**src/hdl/nvmseq_pkg.sv**
```systemverilog
package nvmseq_pkg;
   // ------------------------------------------------------------
   // register byte addresses
   // ------------------------------------------------------------
   localparam logic [11:0] ADDR_CONTROL   = 12'h018c;
   localparam logic [11:0] ADDR_ADDR_LOW  = 12'h0190;
   localparam logic [11:0] ADDR_ADDR_HIGH = 12'h0194;
   localparam logic [11:0] ADDR_DATA_LOW  = 12'h0198;
   localparam logic [11:0] ADDR_DATA_HIGH = 12'h019c;
   localparam logic [11:0] ADDR_IRQ_STAT  = 12'h01a0;
   localparam logic [11:0] ADDR_IRQ_MASK  = 12'h01a4;
   localparam logic [11:0] ADDR_RST_CAUSE = 12'h01a8;

   // ------------------------------------------------------------
   // control, interrupt and reset-cause register fields
   // ------------------------------------------------------------
   localparam int BIT_READ_START  = 0;
   localparam int BIT_WRITE_START = 1;
   localparam int BIT_PERMIT      = 2;
   localparam int BIT_ABORT       = 3;
   localparam int BIT_MEM_SELECT  = 7;
   localparam int BIT_IRQ_DONE    = 0;
   localparam int BIT_IRQ_ABORT   = 1;
   localparam int BIT_CAUSE_EXT   = 0;
   localparam int BIT_CAUSE_WDT   = 1;

   localparam logic [1:0] RESP_OKAY   = 2'h0;
   localparam logic [1:0] RESP_SLVERR = 2'h2;

   // ------------------------------------------------------------
   // array timing
   // ------------------------------------------------------------
   localparam int CLK_MHZ       = 100;
   localparam int ERASE_US      = 2;
   localparam int PROGRAM_US    = 2;
   localparam int ERASE_CYCLES  = ERASE_US * CLK_MHZ;
   localparam int PROG_CYCLES   = PROGRAM_US * CLK_MHZ;
   localparam int READ_CYCLES   = 2;

   typedef enum logic [2:0] {
      NVMSEQ_IDLE    = 3'b000,
      NVMSEQ_READ    = 3'b001,
      NVMSEQ_ERASE   = 3'b010,
      NVMSEQ_PROGRAM = 3'b011,
      NVMSEQ_FINISH  = 3'b100
   } nvmseq_state_t;

   typedef struct packed {
      logic        req;
      logic        wr;
      logic        prog;
      logic [12:0] addr;
      logic [13:0] wdata;
   } nvmseq_mem_cmd_t;
endpackage

```
**src/hdl/nvmseq_timer.sv**
```systemverilog
`timescale 1ns/1ps
module nvmseq_timer #(
   parameter int WIDTH = 16
) (
   input  wire logic             mclk,
   input  wire logic             rstn,
   input  wire logic             load,
   input  wire logic [WIDTH-1:0] count,
   output logic                  expired
);
   typedef struct packed {
      logic [WIDTH-1:0] cnt;
      logic             run;
      logic             exp;
   } nvmseq_tmr_t;

   nvmseq_tmr_t st, next_st;

   initial begin
      if (WIDTH < 2) $error("nvmseq_timer: WIDTH too small");
   end

   always_comb begin
      next_st     = st;
      next_st.exp = 1'b0;
      if (load) begin
         next_st.cnt = count;
         next_st.run = 1'b1;
      end else if (st.run) begin
         if (st.cnt <= WIDTH'(1)) begin
            next_st.run = 1'b0;
            next_st.exp = 1'b1;
         end else begin
            next_st.cnt = st.cnt - WIDTH'(1);
         end
      end
   end

   always_ff @(posedge mclk or negedge rstn) begin
      if (!rstn) begin
         st <= '0;
      end else begin
         st <= next_st;
      end
   end

   assign expired = st.exp;
endmodule

```
**src/hdl/nvmseq_top.sv**
```systemverilog
`timescale 1ns/1ps
module nvmseq_top
   import nvmseq_pkg::*;
#(
   parameter int ERASE_COUNT = nvmseq_pkg::ERASE_CYCLES,
   parameter int PROG_COUNT  = nvmseq_pkg::PROG_CYCLES
) (
   input  wire logic                         mclk,
   input  wire logic                         rstn,
   input  wire logic                         por_n,
   input  wire logic                         ext_reset,
   input  wire logic                         wdt_reset,
   input  wire logic [11:0]                  s_axi_awaddr,
   input  wire logic                         s_axi_awvalid,
   output logic                              s_axi_awready,
   input  wire logic [31:0]                  s_axi_wdata,
   input  wire logic [3:0]                   s_axi_wstrb,
   input  wire logic                         s_axi_wvalid,
   output logic                              s_axi_wready,
   output logic [1:0]                        s_axi_bresp,
   output logic                              s_axi_bvalid,
   input  wire logic                         s_axi_bready,
   input  wire logic [11:0]                  s_axi_araddr,
   input  wire logic                         s_axi_arvalid,
   output logic                              s_axi_arready,
   output logic [31:0]                       s_axi_rdata,
   output logic [1:0]                        s_axi_rresp,
   output logic                              s_axi_rvalid,
   input  wire logic                         s_axi_rready,
   output nvmseq_pkg::nvmseq_mem_cmd_t       mem_cmd,
   input  wire logic [13:0]                  mem_rdata,
   output logic                              core_stall,
   output logic                              irq
);
   import nvmseq_pkg::*;

   localparam int TW = 16;

   initial begin
      if (ERASE_COUNT < 1 || ERASE_COUNT >= (1 << TW))
         $error("nvmseq_top: ERASE_COUNT out of range");
      if (PROG_COUNT < 1 || PROG_COUNT >= (1 << TW))
         $error("nvmseq_top: PROG_COUNT out of range");
   end

   // ------------------------------------------------------------
   // state
   // ------------------------------------------------------------
   typedef struct packed {
      nvmseq_state_t   fsm;
      logic            select;
      logic            permit;
      logic            wstart;
      logic            rstart;
      logic            abort;
      logic [7:0]      addr_lo;
      logic [4:0]      addr_hi;
      logic [7:0]      data_lo;
      logic [5:0]      data_hi;
      logic [1:0]      irq_stat;
      logic [1:0]      irq_mask;
      logic [1:0]      cause;
      logic [1:0]      rd_wait;
      logic            aw_held;
      logic [11:0]     aw_addr;
      logic            w_held;
      logic [31:0]     w_data;
      logic [3:0]      w_strb;
      logic            awready;
      logic            wready;
      logic            bvalid;
      logic [1:0]      bresp;
      logic            arready;
      logic            rvalid;
      logic [1:0]      rresp;
      logic [31:0]     rdata;
      nvmseq_mem_cmd_t cmd;
      logic            stall;
      logic            irq;
   } nvmseq_top_state_t;

   nvmseq_top_state_t st, next_st;
   logic              tmr_load;
   logic [TW-1:0]     tmr_count;
   logic              tmr_done;

   nvmseq_timer #(
      .WIDTH   (TW)
   ) u_timer (
      .mclk    (mclk),
      .rstn    (rstn),
      .load    (tmr_load),
      .count   (tmr_count),
      .expired (tmr_done)
   );

   // ------------------------------------------------------------
   // next-state logic
   // ------------------------------------------------------------
   always_comb begin
      logic        busy;
      logic        do_wr;
      logic        ok;
      logic [7:0]  wb;
      logic [1:0]  set;
      logic [31:0] rd;
      busy       = 1'b0;
      do_wr      = 1'b0;
      ok         = 1'b0;
      wb         = 8'h00;
      set        = 2'b00;
      rd         = 32'h0000_0000;
      next_st    = st;
      tmr_load   = 1'b0;
      tmr_count  = '0;
      next_st.cmd.req = 1'b0;
      busy = (st.fsm != NVMSEQ_IDLE);

      if (!ext_reset && !wdt_reset) begin
         // write channel capture, either order
         if (s_axi_awvalid && st.awready) begin
            next_st.aw_held = 1'b1;
            next_st.aw_addr = s_axi_awaddr;
            next_st.awready = 1'b0;
         end
         if (s_axi_wvalid && st.wready) begin
            next_st.w_held = 1'b1;
            next_st.w_data = s_axi_wdata;
            next_st.w_strb = s_axi_wstrb;
            next_st.wready = 1'b0;
         end
         if (st.aw_held && st.w_held && !st.bvalid) begin
            do_wr           = st.w_strb[0];
            wb              = st.w_data[7:0];
            ok              = 1'b1;
            next_st.aw_held = 1'b0;
            next_st.w_held  = 1'b0;
            next_st.bvalid  = 1'b1;
            if (st.aw_addr == ADDR_CONTROL) begin
               if (do_wr) begin
                  if (!busy) begin
                     next_st.select = wb[BIT_MEM_SELECT];
                  end
                  next_st.permit = wb[BIT_PERMIT];
                  next_st.abort  = wb[BIT_ABORT];
                  if (wb[BIT_WRITE_START] && st.permit && !busy) begin
                     next_st.wstart = 1'b1;
                  end
                  if (wb[BIT_READ_START] && !busy) begin
                     next_st.rstart = 1'b1;
                  end
               end
            end else if (st.aw_addr == ADDR_ADDR_LOW) begin
               if (do_wr && !busy) next_st.addr_lo = wb;
            end else if (st.aw_addr == ADDR_ADDR_HIGH) begin
               if (do_wr && !busy) next_st.addr_hi = wb[4:0];
            end else if (st.aw_addr == ADDR_DATA_LOW) begin
               if (do_wr && !busy) next_st.data_lo = wb;
            end else if (st.aw_addr == ADDR_DATA_HIGH) begin
               if (do_wr && !busy) next_st.data_hi = wb[5:0];
            end else if (st.aw_addr == ADDR_IRQ_STAT) begin
               if (do_wr) next_st.irq_stat = st.irq_stat & ~wb[1:0];
            end else if (st.aw_addr == ADDR_IRQ_MASK) begin
               if (do_wr) next_st.irq_mask = wb[1:0];
            end else if (st.aw_addr == ADDR_RST_CAUSE) begin
               if (do_wr) next_st.cause = st.cause & ~wb[1:0];
            end else begin
               ok = 1'b0;
            end
            next_st.bresp = ok ? RESP_OKAY : RESP_SLVERR;
         end
         if (st.bvalid && s_axi_bready) begin
            next_st.bvalid  = 1'b0;
            next_st.awready = 1'b1;
            next_st.wready  = 1'b1;
         end

         // read channel
         if (s_axi_arvalid && st.arready) begin
            next_st.arready = 1'b0;
            next_st.rvalid  = 1'b1;
            next_st.rresp   = RESP_OKAY;
            if (s_axi_araddr == ADDR_CONTROL) begin
               rd[BIT_MEM_SELECT]  = st.select;
               rd[BIT_ABORT]       = st.abort;
               rd[BIT_PERMIT]      = st.permit;
               rd[BIT_WRITE_START] = st.wstart;
               rd[BIT_READ_START]  = st.rstart;
            end else if (s_axi_araddr == ADDR_ADDR_LOW) begin
               rd[7:0] = st.addr_lo;
            end else if (s_axi_araddr == ADDR_ADDR_HIGH) begin
               rd[4:0] = st.addr_hi;
            end else if (s_axi_araddr == ADDR_DATA_LOW) begin
               rd[7:0] = st.data_lo;
            end else if (s_axi_araddr == ADDR_DATA_HIGH) begin
               rd[5:0] = st.data_hi;
            end else if (s_axi_araddr == ADDR_IRQ_STAT) begin
               rd[1:0] = st.irq_stat;
            end else if (s_axi_araddr == ADDR_IRQ_MASK) begin
               rd[1:0] = st.irq_mask;
            end else if (s_axi_araddr == ADDR_RST_CAUSE) begin
               rd[1:0] = st.cause;
            end else begin
               next_st.rresp = RESP_SLVERR;
            end
            next_st.rdata = rd;
         end
         if (st.rvalid && s_axi_rready) begin
            next_st.rvalid  = 1'b0;
            next_st.arready = 1'b1;
         end

         // sequencer
         case (st.fsm)
            NVMSEQ_IDLE: begin
               if (st.wstart) begin
                  next_st.cmd.req   = 1'b1;
                  next_st.cmd.wr    = 1'b0;
                  next_st.cmd.prog  = st.select;
                  next_st.cmd.addr  = st.select ?
                                      {st.addr_hi, st.addr_lo} :
                                      {5'h00, st.addr_lo};
                  next_st.stall     = st.select;
                  tmr_load          = 1'b1;
                  tmr_count         = TW'(ERASE_COUNT);
                  next_st.fsm       = NVMSEQ_ERASE;
               end else if (st.rstart) begin
                  next_st.cmd.req   = 1'b1;
                  next_st.cmd.wr    = 1'b0;
                  next_st.cmd.prog  = st.select;
                  next_st.cmd.addr  = st.select ?
                                      {st.addr_hi, st.addr_lo} :
                                      {5'h00, st.addr_lo};
                  next_st.rd_wait   = 2'(READ_CYCLES);
                  next_st.fsm       = NVMSEQ_READ;
               end
            end
            NVMSEQ_READ: begin
               if (st.rd_wait <= 2'd1) begin
                  next_st.data_lo = mem_rdata[7:0];
                  if (st.select) next_st.data_hi = mem_rdata[13:8];
                  next_st.rstart  = 1'b0;
                  next_st.fsm     = NVMSEQ_IDLE;
               end else begin
                  next_st.rd_wait = st.rd_wait - 2'd1;
               end
            end
            NVMSEQ_ERASE: begin
               if (tmr_done) begin
                  next_st.cmd.req   = 1'b1;
                  next_st.cmd.wr    = 1'b1;
                  next_st.cmd.prog  = st.select;
                  next_st.cmd.wdata = st.select ?
                                      {st.data_hi, st.data_lo} :
                                      {6'h00, st.data_lo};
                  tmr_load          = 1'b1;
                  tmr_count         = TW'(PROG_COUNT);
                  next_st.fsm       = NVMSEQ_PROGRAM;
               end
            end
            NVMSEQ_PROGRAM: begin
               if (tmr_done) begin
                  next_st.fsm = NVMSEQ_FINISH;
               end
            end
            NVMSEQ_FINISH: begin
               next_st.wstart = 1'b0;
               next_st.stall  = 1'b0;
               set[BIT_IRQ_DONE] = 1'b1;
               next_st.fsm    = NVMSEQ_IDLE;
            end
            default: begin
               next_st.fsm = NVMSEQ_IDLE;
            end
         endcase
      end else begin
         // external or watchdog reset: address, data and select kept; permit, starts and irq_mask cleared
         if (st.fsm == NVMSEQ_ERASE || st.fsm == NVMSEQ_PROGRAM) begin
            next_st.abort     = 1'b1;
            set[BIT_IRQ_ABORT] = 1'b1;
         end
         next_st.fsm     = NVMSEQ_IDLE;
         next_st.permit  = 1'b0;
         next_st.wstart  = 1'b0;
         next_st.rstart  = 1'b0;
         next_st.stall   = 1'b0;
         next_st.aw_held = 1'b0;
         next_st.w_held  = 1'b0;
         next_st.awready = 1'b1;
         next_st.wready  = 1'b1;
         next_st.bvalid  = 1'b0;
         next_st.arready = 1'b1;
         next_st.rvalid  = 1'b0;
         next_st.irq_mask = 2'b00;
         next_st.cause[BIT_CAUSE_EXT] = st.cause[BIT_CAUSE_EXT] | ext_reset;
         next_st.cause[BIT_CAUSE_WDT] = st.cause[BIT_CAUSE_WDT] | wdt_reset;
      end

      // set wins over a same-cycle clear
      next_st.irq_stat = next_st.irq_stat | set;
      next_st.irq      = |(next_st.irq_stat & next_st.irq_mask);
   end

   // ------------------------------------------------------------
   // registers
   // ------------------------------------------------------------
   always_ff @(posedge mclk or negedge rstn) begin
      if (!rstn) begin
         st         <= '0;
         st.awready <= 1'b1;
         st.wready  <= 1'b1;
         st.arready <= 1'b1;
      end else if (!por_n) begin
         st         <= '0;
         st.awready <= 1'b1;
         st.wready  <= 1'b1;
         st.arready <= 1'b1;
      end else begin
         st <= next_st;
      end
   end

   assign s_axi_awready = st.awready;
   assign s_axi_wready  = st.wready;
   assign s_axi_bresp   = st.bresp;
   assign s_axi_bvalid  = st.bvalid;
   assign s_axi_arready = st.arready;
   assign s_axi_rdata   = st.rdata;
   assign s_axi_rresp   = st.rresp;
   assign s_axi_rvalid  = st.rvalid;
   assign mem_cmd       = st.cmd;
   assign core_stall    = st.stall;
   assign irq           = st.irq;
endmodule

```
**config.mk**
```make
export PLATFORM = sky130hd
export DESIGN_NAME = nvmseq_top
export DESIGN_NICKNAME = d
export VERILOG_FILES = /design/src/hdl/nvmseq_pkg.sv /design/src/hdl/nvmseq_timer.sv /design/src/hdl/nvmseq_top.sv
export SDC_FILE = /design/constraint.sdc
export NUM_CORES = 1
export LEC_CHECK = 0
export BUFFER_PORTS_ARGS = -buffer_cell sky130_fd_sc_hd__buf_2
export CORE_MARGIN = 4
export CORE_UTILIZATION = 31
export CTS_CLUSTER_SIZE = 30
export DETAILED_ROUTE_END_ITERATION = 10
export SETUP_SLACK_MARGIN = 0.05
export SYNTH_ARGS = -nofsm -noshare
export SYNTH_HDL_FRONTEND = slang
export SYNTH_SLANG_ARGS = --single-unit
```
**constraint.sdc**
```tcl
create_clock -name mclk -period 2.75 [get_ports mclk]
set_input_delay 0.1375 -clock mclk [delete_from_list [all_inputs] [get_ports mclk]]
set_output_delay 0.1375 -clock mclk [all_outputs]
set_load 0.02 [all_outputs]
```
# Word-level counts from Yosys, hierarchy flattened
# Index checks and enable logic that the tools add are counted.
[totals] register_bits=157 latch_bits=0 ramBits=0 mem_bits_ro=0 input_bits=84 out_inout_bits=73 elab_cells=290 memories=0
[op_classes] n_addsub=2 mul=0 div=0 magnitude_cmp=2 eq_ne=73 shifts=0 mux=130 n_bitwise=7 reduce_logical=39
[ops] operator="12-bit by 9-bit equality test with 1-bit output, second input constant" n=16
[ops] operator="166-bit 2-to-1 mux" n=1
[ops] operator="36-bit 2-to-1 mux" n=2
[ops] operator="14-bit 2-to-1 mux" n=5
[ops] operator="64-bit 2-to-1 mux" n=1
[ops] operator="8-bit 2-to-1 mux" n=8
[ops] operator="2-bit 2-to-1 mux" n=29
[ops] operator="16-bit 2-to-1 mux" n=3
[ops] operator="4-bit by 2-bit inequality test with 1-bit output, second input constant" n=10
[ops] operator="13-bit 2-to-1 mux" n=3
[ops] operator="38-bit 2-to-1 mux" n=1
[ops] operator="37-bit 2-to-1 mux" n=1
[ops] operator="3-bit 2-to-1 mux" n=12
[ops] operator="1-bit 2-to-1 mux" n=35
[ops] operator="33-bit 2-to-1 mux" n=1
[ops] operator="3-bit inequality test, second input constant" n=11
[ops] operator="6-bit 2-to-1 mux" n=5
[ops] operator="29-bit 2-to-1 mux" n=1
[ops] operator="2-bit by 1-bit inequality test with 1-bit output, second input constant" n=13
[ops] operator="25-bit 2-to-1 mux" n=1
[ops] operator="5-bit 2-to-1 mux" n=5
[ops] operator="12-bit 2-to-1 mux" n=2
[ops] operator="20-bit 2-to-1 mux" n=1
[ops] operator="4-bit 2-to-1 mux" n=5
[ops] operator="other kinds (37)" n=81

# Depth between registers and ports, before layout
[depth] ltp_word=20 depth_mapped=8 mapped_depth_nobuf=7

# Cells and area by module
# From an unflattened synthesis, not the netlist that was laid out.
[unflattened] hier_cells=771 area_unflattened_um2=7211.9
[modules_own_cells] module="nvmseq_top" n_inst=1 cells_each=647 area_each_um2=6107.1 seq_area_each_um2=2831.5
[modules_own_cells] module="nvmseq_timer" n_inst=1 cells_each=124 area_each_um2=1104.8 seq_area_each_um2=450.4

# Least setup slack after synthesis
# OpenSTA, ideal clock, no wires.
[synth_path] kind="register to register" from="register u_timer.st[7] (netlist name)" to="register u_timer.st[8] (netlist name)" setup_time_ns=0.135 arrival_time_ns=1.935 t_required_ns=2.615 path_slack_ns=0.680 path_stages_with_launch=7 path_buffers=1 period_less_slack_ns=2.070 cell_sequence="dfrtp_1 > or4_1 > buf_2 > or4_4 > o21ai_0 > xor2_1 > o21ai_0"
[synth_via] elab_chain_cells=4 elab_cells_between_ends=7 cone_classes="1 x add/sub; 1 x order compare; 1 x eq/ne; 3 x mux; 1 x reduce/logical"
[synth_rtl] item="start, declared" line_no="nvmseq_timer.sv:17" rtl="nvmseq_tmr_t st, next_st;"
[synth_rtl] item="start signal, assigned" line_no="nvmseq_timer.sv:43" rtl="st <= next_st;"
[synth_rtl] item="16-bit by 1-bit subtractor with 16-bit output" line_no="nvmseq_timer.sv:34" rtl="next_st.cnt = st.cnt - WIDTH'(1);"
[synth_rtl] item="16-bit 2-to-1 mux" line_no="nvmseq_timer.sv:30" rtl="if (st.cnt <= WIDTH'(1)) begin"
[synth_rtl] item="18-bit 2-to-1 mux" line_no="nvmseq_timer.sv:29" rtl="end else if (st.run) begin"
[synth_rtl] item="17-bit 2-to-1 mux" line_no="nvmseq_timer.sv:26" rtl="if (load) begin"
# Several ways; a longest one is shown, not always the timed one. The select of a mux whose other input is x is not followed.
# A chain may end at the register's enable or synchronous reset.

# Worst setup path in the final report
[layout_path] from="register st[115] (netlist name)" to="register st[133] (netlist name)"
[layout_via] elab_chain_cells=12 elab_cells_between_ends=16 cone_classes="5 x eq/ne; 11 x mux"
[layout_rtl] item="start, declared" line_no="nvmseq_top.sv:82" rtl="nvmseq_top_state_t st, next_st;"
[layout_rtl] item="start signal, assigned" line_no="nvmseq_top.sv:319" rtl="st <= next_st;"
[layout_rtl] item="12-bit by 9-bit equality test with 1-bit output" line_no="nvmseq_top.sv:159" rtl="end else if (st.aw_addr == ADDR_DATA_HIGH) begin"
[layout_rtl] item="6-bit 2-to-1 mux" line_no="nvmseq_top.sv:159"
[layout_rtl] item="12-bit 2-to-1 mux" line_no="nvmseq_top.sv:157" rtl="end else if (st.aw_addr == ADDR_DATA_LOW) begin"
[layout_rtl] item="20-bit 2-to-1 mux" line_no="nvmseq_top.sv:155" rtl="end else if (st.aw_addr == ADDR_ADDR_HIGH) begin"
[layout_rtl] item="25-bit 2-to-1 mux" line_no="nvmseq_top.sv:153" rtl="end else if (st.aw_addr == ADDR_ADDR_LOW) begin"
[layout_rtl] item="33-bit 2-to-1 mux *" line_no="nvmseq_top.sv:139" rtl="if (st.aw_addr == ADDR_CONTROL) begin"
[layout_rtl] item="38-bit 2-to-1 mux *" line_no="nvmseq_top.sv:132" rtl="if (st.aw_held && st.w_held && !st.bvalid) begin"
[layout_rtl] item="6-bit 2-to-1 mux" line_no="nvmseq_top.sv:241" rtl="if (st.select) next_st.data_hi = mem_rdata[13:8];"
[layout_rtl] item="14-bit 2-to-1 mux" line_no="nvmseq_top.sv:239" rtl="if (st.rd_wait <= 2'd1) begin"
[layout_rtl] item="14-bit 2-to-1 mux *" line_no="nvmseq_top.sv:214" rtl="case (st.fsm)"
[layout_rtl] item="29-bit 2-to-1 mux *" line_no="nvmseq_top.sv:119" rtl="if (!ext_reset && !wdt_reset) begin"
[layout_rtl] item="166-bit 2-to-1 mux *" line_no="nvmseq_top.sv:313" rtl="end else if (!por_n) begin"
# Mark *: on every way between the ends. The rest lies on a longest branch, timed or not. The select of a mux whose other input is x is not followed.

==> run summary <==
Max stage delay on crit path: 0.53 ns
Skew-Pair Late Insertion Delay: 0.43 ns
diode count: 0
CP cell instances: nor3_1 > nand3_1 > nor4_4 > mux2i_1 > a2111oi_2
drt first pass iters: 5
total leakage power: 3.62 nW
max-slew violation count: 0
PortBufs: 103
Die Ht: 158 µm
Max-Cap Viols: 0
post-CTS setup buffer count: 0
final core utilization: 0.379
remaining global-route overflow: 0
status: finished clean
RePlAce Congestion: 0.850
gr usage total: 0.163
total wire length: 19.8 mm
clock power share: 0.467
Mapped Cells: 761
Period Utilization, post-route: 0.848
number of synthesized flops with an enable pin: 0
core area: 22,000 µm²
Max FO, Critical Path: 6
Fmax achieved: 429 MHz
Initial DRC Count: 430
Fill cells: 2,239
Row Count: 54
top_reg_cell synth: dfrtp_1
Slew HR: 0.479
DPL Wire Length: 14.2 mm
CP Data Required Time: 3.06 ns
Via density: 5.14
cell family with most CP delay: simple AND/OR/NAND/NOR gates
Setup Crit Path Kind: flop to flop
Cell Area, Placed: 7480 µm²
critical path arrival: 2.64 ns
nets: 933
DR WL/cell: 17.4 µm
share of total power in combinational logic: 0.104
asr flop ratio synth: 1.00
share of cells above drive strength 1: 0.207
clock buffer depth: 2
CP max stage cell: nor4_4
library cells used by synthesis: 74
Fin Setup TNS: 0 ns
DRC Markers: 0
Final ANT Viol Nets: 0
CTS Buf Count: 17
Die Wd: 158 µm
antenna violations before repair: 0
PD cells: 585 nW/µm²
CTS tree: yes
total chip power: 4.88 mW
Hold WC Path Type: input pin to flop
vias: 5,858
Final min period: 2.33 ns
CTS Root Cell: clkbuf_16
CP Capture Type: flop
Clock Pin Slew Worst Setup and Hold Paths: 0.06 ns
most common cell after layout, fill and taps aside: dfrtp_1
Hold Vio Cnt, Final: 0
Area Overhead vs Synth: 18.9%
part of the power in registers: 0.429
syn_area_per_cell: 9.22 µm²
Slew @ Worst Pin: 0.774 ns
die area: 25,100 µm²
H-Tree Depth: 4
I/O pins: 157
Yosys reg bits: 131
RSZ-0062 raised after global routing: false
first-pass GRT wire length: 31.8 mm
starting density of the core: 0.319
Buf/Inv on CP: 0
final setup fails: 0
Startpoint Class: flop
Seq/Total Area, Yosys: 0.468
vias in the first global route: 5,715
worst vdd ir: 0.000396 V
commonest cells after routing, fill and taps aside: 128 x dfrtp_1, 102 x buf_2, 97 x nand2_1
CTS Sinks: 131
switching share of power: 0.268
Post-Syn Area: 7020 µm²
Int Power: 3.57 mW
Worst Skew: 0.0176 ns
synth warn: 0
NetSw: 1.31 mW
largest net degree at the start of global routing: 66
Design Area, Final: 8350 µm²
state kept, by name, summed over array words and instances, names as in the netlist:
name,flops
irq,1
s_axi_rdata,8
s_axi_rvalid,1
s_axi_rresp,1
s_axi_bvalid,1
s_axi_awready,1
u_timer.st,17
core_stall,1
u_timer.expired,1
s_axi_bresp,1
s_axi_wready,1
mem_cmd,30
st,66
s_axi_arready,1
path summary, 6_finish.rpt:
kind / start / to / slack [ns] / cells after the start
min: s_axi_arvalid / s_axi_arready / 0.04 / 3
min in group asynchronous: rstn / mem_cmd[29] / 0.28 / 2
max: st[115] / st[133] / 0.42 / 5
max in group asynchronous: rstn / s_axi_arready / 1.66 / 3
min reg2reg: mem_cmd[21] / mem_cmd[21] / 0.48 / 2
max reg2reg: st[115] / st[133] / 0.42 / 5
cell usage after synthesis, types with 3 or more instances:
| cell | instances | area [µm²] |
|---|---|---|
| a221oi_1 | 3 | 26.3 |
| clkbuf_1 | 36 | 135 |
| or3_1 | 5 | 31.3 |
| a21oi_1 | 42 | 210 |
| nand4b_1 | 4 | 35.0 |
| inv_1 | 24 | 90.1 |
| mux2i_1 | 16 | 160 |
| nor4b_1 | 4 | 35.0 |
| a211oi_1 | 7 | 52.6 |
| nand4_1 | 8 | 50.1 |
| dfstp_2 | 3 | 78.8 |
| nand2b_1 | 9 | 56.3 |
| o31ai_1 | 9 | 67.6 |
| and3_1 | 11 | 68.8 |
| nor2_1 | 51 | 191 |
| dfrtp_1 | 128 | 3200 |
| ha_1 | 3 | 37.5 |
| buf_4 | 66 | 495 |
| a32o_1 | 6 | 60.1 |
| a31oi_1 | 3 | 18.8 |
| nor2b_1 | 6 | 37.5 |
| nor4_1 | 4 | 25.0 |
| o21ai_0 | 57 | 285 |
| a22o_1 | 17 | 149 |
| nand2_1 | 97 | 364 |
| or2_2 | 4 | 25.0 |
| buf_2 | 5 | 25.0 |
| xor2_1 | 11 | 96.3 |
| a22oi_1 | 4 | 30.0 |
| nand3_1 | 30 | 150 |
| or4_1 | 3 | 22.5 |
| nor3_1 | 23 | 115 |
| o221ai_1 | 10 | 87.6 |
per-stage QoR:
| stage | cells | hold slack [ns] | worst slack (ns) |
|---|---|---|---|
| 2_1_floorplan | 786 | -0.158 | 0.680 |
| 3_3_place_gp | 1080 | 0.201 | 0.524 |
| 3_5_place_dp | 1080 | 0.191 | 0.484 |
| 4_1_cts | 1139 | 0.0142 | 0.456 |
| 5_1_grt | 1139 | 0.0251 | 0.169 |
| 6_report | 1139 | 0.0406 | 0.419 |
power by group through the flow:
stage	Clock, mW	Combinational [mW]	Sequential (mW)
2_1_floorplan	0	0.343	2.10
3_3_place_gp	0	0.474	2.12
3_5_place_dp	0	0.481	2.12
4_1_cts	2.34	0.509	2.09
5_1_grt	2.44	0.577	2.10
6_report	2.28	0.507	2.09
cell type report:
cell class,instances,area (µm²),area share
Sequential cell,131,3280,0.393
Timing Repair Buffer,149,947,0.113
Tap cell,280,350,0.0420
Inverter,25,93.8,0.0112
Clock buffer,19,443,0.0531
Multi-Input combinational cell,522,3080,0.369
Clock inverter,13,149,0.0178
kinds of logic (layout without fill, tap and decap cells):
group | count (synthesis) | in the layout | share of synthesized area
other | 1 | 26 | 0.000534
AOI/OAI and AO/OA | 184 | 184 | 0.174
buffers and inverters | 133 | 206 | 0.107
xor gates and xnor gates | 13 | 13 | 0.0162
adders and majority gates | 3 | 3 | 0.00535
muxes | 18 | 18 | 0.0276
and+or+nand+nor | 278 | 278 | 0.201
DFF | 131 | 131 | 0.468
timing repair:
item	CTS	global route
setup endpoints to repair	0	0
hold buffers	27	0
endpoints found under the hold margin	86	0
resized for setup	0	0
worst reg2reg max path: cells and delay by family (launching register included):
family | cells | cell delay, ns
DFF | 1 | 0.39
AOI/OAI and AO/OA | 1 | 0.38
muxes | 1 | 0.19
and+or+nand+nor | 3 | 1.25
layer usage:
metal  routed length, µm  vias to the layer above  global-route usage
met5                   0                        -                   0
met1                9490                     2849               0.234
met4                 215                        0              0.0439
met2                8910                      184               0.246
met3                1200                       15              0.0394
li1                    -                     2810                   -
(Power assumes the default switching activity.)
